File: src/cpom_pkg.sv
// Package for the operand and cycle model block: field widths, encodings,
// cycle constants and the struct that carries one instruction's cycle figures.
// Assumes a single 25 MHz core clock and no register bus.
package cpom_pkg;

  // Core clock period in ns
  localparam int unsigned CLK_PERIOD_NS = 40;

  // Operand width classes
  typedef enum logic [1:0] {
    CPOM_SZ_BYTE,
    CPOM_SZ_WORD,
    CPOM_SZ_LONG
  } cpom_size_t;

  // Bank register selectors
  typedef enum logic [2:0] {
    CPOM_BNK_DATA,
    CPOM_BNK_ADDDATA,
    CPOM_BNK_SYSSTK,
    CPOM_BNK_USRSTK,
    CPOM_BNK_DPAGE,
    CPOM_BNK_PROG,
    CPOM_BNK_CURSTK
  } cpom_bank_t;

  // Upper half fill modes
  typedef enum logic [1:0] {
    CPOM_UP_NONE,
    CPOM_UP_COPY,
    CPOM_UP_ZERO,
    CPOM_UP_SIGN
  } cpom_upfill_t;

  // Program fetch path
  typedef enum logic [1:0] {
    CPOM_FETCH_INT16,
    CPOM_FETCH_EXT16,
    CPOM_FETCH_EXT8
  } cpom_fetch_t;

  // Fetch cycle corrections
  localparam logic [3:0] INT16_WORD_FETCH_CYC = 4'h2;
  localparam logic [3:0] EXT16_WORD_FETCH_CYC = 4'h3;
  localparam logic [3:0] EXT8_BYTE_FETCH_CYC = 4'h3;

  // Short I/O window bounds
  localparam logic [23:0] IO_AREA_LO = 24'h000000;
  localparam logic [23:0] IO_AREA_HI = 24'h0000ff;

  // Address field split
  localparam int unsigned ADDR_LO_W = 16;
  localparam int unsigned ADDR_HI_W = 8;

  // Register file sizes
  localparam int unsigned NUM_WORD_REGS = 8;
  localparam int unsigned NUM_LONG_REGS = 4;
  localparam int unsigned NUM_LOW_WORD_REGS = 4;

  // Reset values
  localparam logic [15:0] REG_RST = 16'h0000;
  localparam logic [7:0] BANK_RST = 8'h00;
  localparam logic [15:0] CYC_RST = 16'h0000;

  // Cycle request for one instruction
  typedef struct packed {
    logic [7:0] base_cyc;
    logic [7:0] corr_cyc;
    logic [3:0] fetch_bytes;
    logic start_odd;
    cpom_fetch_t fetch_path;
    logic [3:0] accesses;
  } cpom_cyc_req_t;

endpackage : cpom_pkg

File: src/cpom_core.sv
// Operand decode, register file, accumulator and cycle count model.
// Assumes requests come from logic on clk; the clock gear and intermittent
// mode bits are stable core-domain levels.
`timescale 1ns/1ns
`default_nettype none
module cpom_core
  import cpom_pkg::*;
(
  input wire logic clk,
  input wire logic rst_n,
  // Cycle model
  input wire logic cyc_valid,
  input wire cpom_pkg::cpom_cyc_req_t cyc_req,
  input wire logic intermittent_en,
  input wire logic [1:0] clock_gear_select,
  output logic [15:0] total_cyc,
  output logic total_valid,
  // Register write and read
  input wire logic reg_we,
  input wire logic [2:0] reg_idx,
  input wire cpom_pkg::cpom_size_t reg_size,
  input wire logic [31:0] reg_wdata,
  input wire logic [2:0] rd_idx,
  input wire cpom_pkg::cpom_size_t rd_size,
  input wire logic rd_low_four,
  output logic [31:0] reg_rdata,
  // Accumulator
  input wire logic acc_we,
  input wire cpom_pkg::cpom_size_t acc_size,
  input wire cpom_pkg::cpom_upfill_t acc_upfill,
  input wire logic [31:0] acc_wdata,
  output logic [15:0] acc_upper_half,
  output logic [15:0] acc_lower_half,
  // Stack and bank
  input wire logic stack_sys,
  input wire logic [15:0] sp_wdata,
  input wire logic sp_we,
  output logic [15:0] stack_ptr,
  input wire logic bank_we,
  input wire cpom_pkg::cpom_bank_t bank_sel,
  input wire logic bank_no_program,
  input wire logic [7:0] bank_wdata,
  output logic [7:0] bank_rdata,
  output logic bank_illegal,
  // Operand decode
  input wire logic [23:0] physical_direct_address,
  output logic [15:0] addr_lo_field,
  output logic [7:0] addr_hi_field,
  output logic io_area_hit,
  input wire logic [31:0] imm_raw,
  input wire logic [1:0] imm_kind,
  output logic [31:0] imm_value,
  output logic [15:0] sign_extended_short_immediate,
  input wire logic [15:0] disp_raw,
  input wire logic disp_long,
  output logic [15:0] disp_value
);
  import cpom_pkg::*;

  // Sign extend byte to word
  function automatic logic [15:0] sx8(input logic [7:0] v);
    sx8 = {{8{v[7]}}, v};
  endfunction : sx8

  // Word general registers; bytes and longs overlay them
  logic [15:0] word_general_reg [NUM_WORD_REGS];
  logic [15:0] user_stack_pointer;
  logic [15:0] system_stack_pointer;
  logic [7:0] bank_q [7];
  logic [15:0] acc_hi_q;
  logic [15:0] acc_lo_q;
  logic [15:0] total_q;
  logic total_v_q;

  // Fetch cycles for the path
  wire [4:0] words_cross = 5'({1'b0, cyc_req.fetch_bytes} + {4'h0, cyc_req.start_odd}) >> 1;
  logic [7:0] fetch_cyc;
  always_comb begin
    unique case (cyc_req.fetch_path)
      CPOM_FETCH_INT16: fetch_cyc = 8'(words_cross * INT16_WORD_FETCH_CYC);
      CPOM_FETCH_EXT16: fetch_cyc = 8'(words_cross * EXT16_WORD_FETCH_CYC);
      // Widen before the product so fifteen bytes do not wrap
      CPOM_FETCH_EXT8: fetch_cyc = 8'(cyc_req.fetch_bytes) * 8'(EXT8_BYTE_FETCH_CYC);
      default: fetch_cyc = 8'h00;
    endcase
  end
  // Stall length from gear: 0 none, else 4/8/16
  wire [4:0] stall_len = (clock_gear_select == 2'h0) ? 5'h00 : 5'(5'h02 << clock_gear_select);
  // Product widened first; fifteen accesses at sixteen cycles needs eight bits
  wire [8:0] stall_cyc = intermittent_en ? 9'(cyc_req.accesses) * 9'(stall_len) : 9'h000;
  wire [15:0] total_d = 16'(cyc_req.base_cyc) + 16'(cyc_req.corr_cyc) + 16'(fetch_cyc)
                        + 16'(stall_cyc);

  // Latch cycle result
  always_ff @(posedge clk or negedge rst_n) begin
    if (!rst_n) begin
      total_q <= CYC_RST;
      total_v_q <= 1'b0;
    end else begin
      total_v_q <= cyc_valid;
      if (cyc_valid) total_q <= total_d;
    end
  end
  assign total_cyc = total_q;
  assign total_valid = total_v_q;

  // Register file writes by size
  always_ff @(posedge clk or negedge rst_n) begin
    if (!rst_n) begin
      for (int i = 0; i < NUM_WORD_REGS; i++) word_general_reg[i] <= REG_RST;
    end else if (reg_we) begin
      unique case (reg_size)
        // Byte reg i is low byte of word reg i
        CPOM_SZ_BYTE: word_general_reg[reg_idx][7:0] <= reg_wdata[7:0];
        CPOM_SZ_WORD: word_general_reg[reg_idx] <= reg_wdata[15:0];
        // Long reg n spans word regs 2n and 2n+1
        CPOM_SZ_LONG: begin
          word_general_reg[{reg_idx[1:0], 1'b0}] <= reg_wdata[15:0];
          word_general_reg[{reg_idx[1:0], 1'b1}] <= reg_wdata[31:16];
        end
        default: ;
      endcase
    end
  end
  // Read mux; low-four class masks index
  wire [2:0] rd_w = rd_low_four ? {1'b0, rd_idx[1:0]} : rd_idx;
  always_comb begin
    unique case (rd_size)
      CPOM_SZ_BYTE: reg_rdata = {24'h000000, word_general_reg[rd_w][7:0]};
      CPOM_SZ_WORD: reg_rdata = {16'h0000, word_general_reg[rd_w]};
      CPOM_SZ_LONG: reg_rdata = {word_general_reg[{rd_idx[1:0], 1'b1}], word_general_reg[{rd_idx[1:0], 1'b0}]};
      default: reg_rdata = 32'h00000000;
    endcase
  end

  // Accumulator with upper-half fill
  always_ff @(posedge clk or negedge rst_n) begin
    if (!rst_n) begin
      acc_hi_q <= REG_RST;
      acc_lo_q <= REG_RST;
    end else if (acc_we) begin
      unique case (acc_size)
        CPOM_SZ_BYTE: acc_lo_q <= {8'h00, acc_wdata[7:0]};
        CPOM_SZ_WORD: acc_lo_q <= acc_wdata[15:0];
        CPOM_SZ_LONG: acc_lo_q <= acc_wdata[15:0];
        default: ;
      endcase
      if (acc_size == CPOM_SZ_LONG) acc_hi_q <= acc_wdata[31:16];
      else begin
        unique case (acc_upfill)
          CPOM_UP_COPY: acc_hi_q <= acc_lo_q;
          CPOM_UP_ZERO: acc_hi_q <= 16'h0000;
          CPOM_UP_SIGN: acc_hi_q <= {16{acc_lo_q[15]}};
          CPOM_UP_NONE: ;
        endcase
      end
    end
  end
  assign acc_upper_half = acc_hi_q;
  assign acc_lower_half = acc_lo_q;

  // Stack pointers
  always_ff @(posedge clk or negedge rst_n) begin
    if (!rst_n) begin
      user_stack_pointer <= REG_RST;
      system_stack_pointer <= REG_RST;
    end else if (sp_we) begin
      if (stack_sys) system_stack_pointer <= sp_wdata;
      else user_stack_pointer <= sp_wdata;
    end
  end
  assign stack_ptr = stack_sys ? system_stack_pointer : user_stack_pointer;

  // Bank registers; current stack bank aliases system or user bank
  wire [2:0] bank_phys = (bank_sel == CPOM_BNK_CURSTK) ?
                         (stack_sys ? 3'(CPOM_BNK_SYSSTK) : 3'(CPOM_BNK_USRSTK)) : 3'(bank_sel);
  assign bank_illegal = bank_no_program && (bank_sel == CPOM_BNK_PROG);
  always_ff @(posedge clk or negedge rst_n) begin
    if (!rst_n) begin
      for (int i = 0; i < 7; i++) bank_q[i] <= BANK_RST;
    end else if (bank_we && !bank_illegal) begin
      bank_q[bank_phys] <= bank_wdata;
    end
  end
  assign bank_rdata = bank_illegal ? 8'h00 : bank_q[bank_phys];

  // Address, immediate and displacement decode
  assign addr_lo_field = physical_direct_address[ADDR_LO_W-1:0];
  assign addr_hi_field = physical_direct_address[ADDR_LO_W+ADDR_HI_W-1:ADDR_LO_W];
  assign io_area_hit = (physical_direct_address >= IO_AREA_LO) && (physical_direct_address <= IO_AREA_HI);
  assign sign_extended_short_immediate = sx8(imm_raw[7:0]);
  always_comb begin
    unique case (imm_kind)
      2'h0: imm_value = {28'h0000000, imm_raw[3:0]};
      2'h1: imm_value = {24'h000000, imm_raw[7:0]};
      2'h2: imm_value = {16'h0000, imm_raw[15:0]};
      2'h3: imm_value = imm_raw;
    endcase
  end
  assign disp_value = disp_long ? disp_raw : sx8(disp_raw[7:0]);

  // Checks
  AST_TOTAL: assert property (@(posedge clk) disable iff (!rst_n)
    cyc_valid |=> total_valid && total_cyc == $past(total_d))
    else $error("total cycle count wrong");
  AST_STALL: assert property (@(posedge clk) disable iff (!rst_n)
    cyc_valid && !intermittent_en |-> total_d == 16'(cyc_req.base_cyc) + 16'(cyc_req.corr_cyc) + 16'(fetch_cyc))
    else $error("stall added when not intermittent");
  AST_EXT8: assert property (@(posedge clk) disable iff (!rst_n)
    cyc_req.fetch_path == CPOM_FETCH_EXT8 |->
    fetch_cyc == {4'h0, cyc_req.fetch_bytes} + {3'h0, cyc_req.fetch_bytes, 1'b0})
    else $error("byte fetch cycles wrong");
  AST_GEAR3: assert property (@(posedge clk) disable iff (!rst_n)
    intermittent_en && clock_gear_select == 2'h3 |-> stall_cyc == {1'b0, cyc_req.accesses, 4'h0})
    else $error("longest stall wrong");
  AST_SP: assert property (@(posedge clk) disable iff (!rst_n)
    sp_we && stack_sys |=> system_stack_pointer == $past(sp_wdata))
    else $error("system stack pointer not written");
  AST_BANK: assert property (@(posedge clk) disable iff (!rst_n)
    bank_no_program && bank_sel == CPOM_BNK_PROG |-> bank_rdata == 8'h00)
    else $error("program bank visible in second class");
  AST_IO: assert property (@(posedge clk) disable iff (!rst_n)
    io_area_hit |-> physical_direct_address[23:8] == 16'h0000)
    else $error("io window too wide");
  AST_EXT: assert property (@(posedge clk) disable iff (!rst_n)
    sign_extended_short_immediate[15:8] == {8{imm_raw[7]}})
    else $error("sign extension wrong");
  AST_ZERO: assert property (@(posedge clk) disable iff (!rst_n)
    acc_we && acc_size != CPOM_SZ_LONG && acc_upfill == CPOM_UP_ZERO |=> acc_upper_half == 16'h0000)
    else $error("upper half not zeroed");
endmodule : cpom_core
`default_nettype wire

File: config.mk
export PLATFORM = sky130hd
export DESIGN_NAME = cpom_core
export DESIGN_NICKNAME = d
export VERILOG_FILES = /design/src/cpom_pkg.sv /design/src/cpom_core.sv
export SDC_FILE = /design/constraint.sdc
export NUM_CORES = 1
export LEC_CHECK = 0
export BUFFER_PORTS_ARGS = -buffer_cell sky130_fd_sc_hd__buf_2
export CAP_MARGIN = 20
export CORE_ASPECT_RATIO = 0.6
export CORE_MARGIN = 2
export CORE_UTILIZATION = 35
export CTS_BUF_LIST = sky130_fd_sc_hd__clkbuf_4 sky130_fd_sc_hd__clkbuf_8 sky130_fd_sc_hd__clkbuf_16
export DETAILED_ROUTE_END_ITERATION = 12
export SLEW_MARGIN = 20
export SYNTH_ARGS = -nofsm -noshare
export SYNTH_HDL_FRONTEND = slang
export SYNTH_SLANG_ARGS = --single-unit
File: constraint.sdc
create_clock -name clk -period 1.55 [get_ports clk]
set_input_delay 0.2325 -clock clk [delete_from_list [all_inputs] [get_ports clk]]
set_output_delay 0.2325 -clock clk [all_outputs]
set_load 0.01 [all_outputs]
Yosys cells after proc, flatten, opt, wreduce, memory -nomap -nowiden
Cells that the tools add are included.
Widths: inputs -> output; s select.
{"block": "classes", "addsub": 4, "n_mul": 3, "n_lt_le_gt_ge": 13, "eq_ne": 16, "n_shift": 1, "muxes": 42, "n_bitwise": 8, "n_reduce_logical": 23}
{"operator": "$bwmux 128", "count": 4}
{"operator": "$pmux 128 s3", "count": 1}
{"operator": "$demux 16 s3", "count": 4}
{"operator": "$mux 16", "count": 12}
{"operator": "$bmux 16 s3", "count": 3}
{"operator": "$pmux 32 s4", "count": 1}
{"operator": "$pmux 32 s3", "count": 1}
{"operator": "$bwmux 56", "count": 1}
{"operator": "$pmux 16 s3", "count": 1}
{"operator": "$mux 8", "count": 5}
{"operator": "$pmux 16 s2", "count": 1}
{"operator": "$ge 4x4->1 const B", "count": 7}
{"operator": "$not 3->4", "count": 7}
{"operator": "$bmux 8 s3", "count": 1}
{"operator": "$demux 8 s3", "count": 1}
{"operator": "$ge 24x1->1 const B", "count": 1}
{"operator": "$le 24x8->1 const B", "count": 1}
{"operator": "$pmux 6 s3", "count": 1}
{"operator": "$eq 2x2->1 const B", "count": 8}
{"operator": "$lt 4x1->1 const B", "count": 4}
{"operator": "$eq 2x1->1 const B", "count": 6}
{"operator": "$logic_not 2->1", "count": 6}
{"operator": "$mul 4x2->6 const B", "count": 2}
{"operator": "$add 10x9->11", "count": 1}
{"operator": "18 further kinds", "count": 30}
{"block": "totals", "reg_bits": 265, "input_bits": 220, "out_inout_bits": 195, "elab_cells": 131}

Longest topological paths before layout
{"block": "depth", "ltp_word": 8, "depth_mapped": 20, "depth_no_buf": 19}

Least setup slack after synthesis
OpenSTA, ideal clock, no wires.
{"block": "synth_path", "path_type": "input to register", "start": "in cyc_req[6] in the netlist's numbering", "end": "reg total_q[7], in the netlist total_cyc[7]", "setup_ns": 0.125, "arrival_time_ns": 4.063, "required_ns": 1.425, "slack_ns": -2.638, "cell_stages": 20, "n_path_buf": 1, "path_cell_list": "and2_1 -> buf_2 -> nand2_1 -> xnor2_1 -> inv_1 -> xnor2_1 -> ha_1 -> a31oi_1 -> o311ai_2 -> xor2_1 -> a31oi_1 -> fa_1 -> fa_1 -> inv_1 -> ha_1 -> a211oi_1 -> o21bai_1 -> a21oi_1 -> xnor2_1 -> mux2_2"}
{"block": "synth_between", "elab_chain_len": 5}
{"element": "start: declaration", "line_no": "cpom_core.sv:13", "source": "input wire cpom_pkg::cpom_cyc_req_t cyc_req,"}
{"element": "$add 4x1->5 (*)", "line_no": "cpom_core.sv:76", "source": "wire [4:0] words_cross = 5'({1'b0, cyc_req.fetch_bytes} + {4'h0, cyc_req.start_odd}) >> 1;"}
{"element": "$mul 4x2->6", "line_no": "cpom_core.sv:81", "source": "CPOM_FETCH_EXT16: fetch_cyc = 8'(words_cross * EXT16_WORD_FETCH_CYC);"}
{"element": "$pmux 6 s3 (*)", "line_no": "cpom_core.sv:79", "source": "unique case (cyc_req.fetch_path)"}
{"element": "$add 9x8->10 (*)", "line_no": "cpom_core.sv:91", "source": "wire [15:0] total_d = 16'(cyc_req.base_cyc) + 16'(cyc_req.corr_cyc) + 16'(fetch_cyc)"}
{"element": "$add 10x9->11 (*)", "line_no": "cpom_core.sv:92", "source": "+ 16'(stall_cyc);"}
{"element": "end signal: assignment", "line_no": "cpom_core.sv:101", "source": "if (cyc_valid) total_q <= total_d;"}
{"element": "end: declaration", "line_no": "cpom_core.sv:72", "source": "logic [15:0] total_q;"}
Every way passes the cells marked *; elsewhere a longest branch is shown, timed or not.
A chain may end at the register's enable or synchronous reset.

Final worst setup path
{"block": "layout_path", "start": "in clock_gear_select[1]", "end": "reg total_q[9], in the netlist total_cyc[9]"}
{"block": "layout_between", "elab_chain_len": 5, "word_cells_on_any_way": 6}
{"element": "start: declaration", "line_no": "cpom_core.sv:15", "source": "input wire logic [1:0] clock_gear_select,"}
{"element": "$shl 2x2->5 or $logic_not 2->1 (tied branches)", "line_no": "cpom_core.sv:88", "source": "wire [4:0] stall_len = (clock_gear_select == 2'h0) ? 5'h00 : 5'(5'h02 << clock_gear_select);"}
{"element": "$mux 5 (*)", "line_no": "cpom_core.sv:88"}
{"element": "$mul 4x5->9 (*)", "line_no": "cpom_core.sv:90", "source": "wire [8:0] stall_cyc = intermittent_en ? 9'(cyc_req.accesses) * 9'(stall_len) : 9'h000;"}
{"element": "$mux 9 (*)", "line_no": "cpom_core.sv:90"}
{"element": "$add 10x9->11 (*)", "line_no": "cpom_core.sv:92"}
Marks and branches as above.

==> results.json <==
{
  "status": "complete, but fails checks",
  "violations": "negative setup slack",
  "crit_chain": "buf_2 > nor2b_2 > and2_4 > fa_1 > ha_4 > ha_1 > a21o_1 > a21oi_2 > xnor2_1 > nand2_1 > fa_1 > inv_1 > ha_4 > ha_4 > buf_4 > nor2_1 > nor2_1 > a31oi_1 > xor2_1 > o21ai_0",
  "seq_area_frac_synth_pct": 40.4,
  "fill_cells": 3892,
  "wl_met1_um": 25600,
  "finalHoldViolations": 0,
  "grt_antenna_before_repair": 10,
  "grt_max_degree": 53,
  "slowest_delay_ns": 0.59,
  "worstPathRequired_ns": 1.99,
  "layout-drive-gt1-share_pct": 46.8,
  "fin_crit_ns": 3.57,
  "wl_met3_um": 5630,
  "cts_buffers": 27,
  "first_pass_iters": 5,
  "io-pin-count": 415,
  "cts_tree": "built",
  "largest_reg_flops": 128,
  "most-common-layout-cells": "buf_2, dfrtp_1, buf_4",
  "nets": 2257,
  "fp.coreArea_mm2": 0.0436,
  "hold_depth": 3,
  "fin_worst_skew_ns": 0.00900,
  "reg2reg_to": "acc_upper_half[14]",
  "crit_arrival_ns": 4.01,
  "portBuffers": 367,
  "vias_per_cell": 5.53,
  "avgSynthCellArea_um2": 10.8,
  "crit_type": "input pin to flip-flop",
  "dieArea_mm2": 0.0463,
  "ys_ff_latch": 252,
  "htreeDepth": 1,
  "areaGrowthSynthToFinish_pct": 40.3,
  "grt_pass1_vias": 14500,
  "ant_nets": 0,
  "root_buffer": "clkbuf_16",
  "synth-async-reset-ratio_pct": 100,
  "holdWs_ns": 0.0259,
  "relSlewSlack_pct": 48.9,
  "cts.sinks": 252,
  "path_clk_slew_ns": 0.06,
  "dp_hpwl_um": 42800,
  "crit_top_cell": "ha_4",
  "initial_core_util_pct": 35.8,
  "synth_area_leaders": "dfrtp_1, mux4_2, mux2_2",
  "drv_cap": 0,
  "dp.cells": 2427,
  "timing.fmax_mhz": 280,
  "rr_startpoint": "acc_lower_half[15]",
  "drt_iter0_markers": 1551,
  "cp-end-kind": "flip-flop",
  "ys_types": 72,
  "worst_slew_pin_slew_ns": 0.763,
  "yosysTopAreaCell": "dfrtp_1",
  "wl_um": 57100,
  "gr-total-overflow": 0,
  "maxUsedRoutingLayer": "met5",
  "synth_area_mm2": 0.0156,
  "ir_worst_vdd_v": 0.000807,
  "synth.top_cell.area_share_pct": 40.4,
  "min_period_over_period_pct": 230,
  "hold_class": "input pin to flip-flop",
  "cp_slowest_cell": "fa_1",
  "maxSlewViolCount": 0,
  "synth_warnings": 0,
  "gr-usage-all-layers_pct": 23.9,
  "rows": 59,
  "stdcell_count": 2593,
  "multi_input_comb_area_mm2": 0.00877,
  "clockBufferDepth": 3,
  "rr_worst_depth": 4,
  "rsz0062_at_grt": "yes",
  "setup_viol": 66,
  "netlist_instances": 1443,
  "gp_congestion": 0.978,
  "start_kind": "input pin",
  "die_x_um": 277,
  "synth_edf_count": 0,
  "hold_end": "acc_upper_half[9]",
  "dominantRegCellSynth": "dfrtp_1",
  "final_common_cell": "buf_2",
  "worst_slack_ns": -2.02,
  "p_leak_uw": 0.0102,
  "p_per_area_mw_per_mm2": 969,
  "wire_per_inst_um": 22.0,
  "seq_area_mm2": 0.00631,
  "dieHeight_um": 168,
  "rrSetupSlack_ns": 0.21,
  "grt_pass1_wl_um": 86700,
  "critPathMaxFanout": 4,
  "vias": 14300,
  "met2WireLength_um": 25000,
  "insertion_delay_ns": 0.58,
  "hold_start": "acc_wdata[25]",
  "drc": 0
}
## final cells by class
class	count	area share (%)
diodes	8	0.0914
clock inverters	12	0.509
repair buffers	678	23.0
well taps	579	3.31
inverters	41	0.703
flip-flops and latches	252	28.8
clock buffers	36	3.57
multi-input cells	987	40.0
## metrics by stage
stage	total power [uW]	instance area, um2	setup TNS (ns)	util (%)	worst slack (ns)
CTS	21100	21600	-35.71	49.5	-1.96
floorplan	11400	15800	-19.38	-	-2.33
global placement	13600	19300	-64.25	44.2	-2.69
global route	22300	21900	-39.23	50.2	-2.17
finish	21200	21900	-34.66	50.2	-2.02
detailed placement	13700	19300	-69.40	44.2	-2.85
## Yosys cell counts, types with 5 or more instances
cell type and instances:
ha_1 34, a21o_1 6, xnor2_1 11, clkbuf_1 51, nand2b_1 22, and2_1 38, nor3_1 6, buf_4 70
mux2_2 110, o22ai_1 7, mux2i_1 20, buf_2 37, nor2b_1 19, fa_1 16, nor2_1 49, a21boi_0 8
a21oi_1 25, a2bb2oi_1 8, dfrtp_1 252, o21ai_1 25, and3_1 24, a32oi_1 32, a32o_1 56, mux4_2 64
a211oi_1 18, o21ai_2 6, nand3_1 13, a221oi_1 14, nor2_2 8, buf_1 5, a22oi_1 10, o21ai_0 93
nand2_1 157, a22o_1 8, inv_1 40, o2bb2ai_1 19
## logic make-up after synthesis
| group | Yosys count | synth area share (%) |
|---|---|---|
| AND/OR/NAND/NOR | 365 | 11.6 |
| AO/OA/AOI/OAI | 358 | 16.7 |
| flip-flops | 252 | 40.4 |
| buffers and inverters | 208 | 7.14 |
| multiplexers | 194 | 18.5 |
| adder cells (fa/ha/maj) | 50 | 4.78 |
| XOR/XNOR | 15 | 0.842 |
| other | 1 | 0.0240 |
## power breakdown
part           switching [uW]  internal [uW]
clock network            2950           3730
logic                    3030           3290
registers                 672           7530
## routing by layer
layer / global-route usage [%] / vias to the layer above
met4: 4.94 / 2
met3: 6.96 / 62
met2: 35.1 / 679
met1: 35.0 / 7239
li1: - / 6364
met5: 0 / -
## worst max-delay path, delay by kind of cell
kind                       cells  cell delay, ns
and+or+nand+nor                5            0.55
adders and majority gates      6            2.01
AOI/OAI and AO/OA              4            0.61
xor gates and xnor gates       2            0.28
buffers and inverters          3            0.32
## how the worst max path moves through the flow
stage,slack (ns),end,from
after floorplan,-2.33,total_cyc[7],cyc_req[6]
after global placement,-2.69,total_cyc[9],cyc_req[8]
after detailed placement,-2.85,total_cyc[9],cyc_req[8]
after CTS,-1.96,total_cyc[7],cyc_req[7]
after global routing,-2.17,total_cyc[9],clock_gear_select[1]
final,-2.02,total_cyc[9],clock_gear_select[1]
## repair_timing
item | 4_1_cts | 5_1_grt
pin swaps | 65 | 12
hold endpoints to repair | 348 | 0
gates resized for setup | 115 | 46
setup buffers | 27 | 7
setup endpoints to repair | 66 | 80
hold buffers | 76 | 0
gates cloned | 0 | 0
Power figures use the tool's default switching activity.
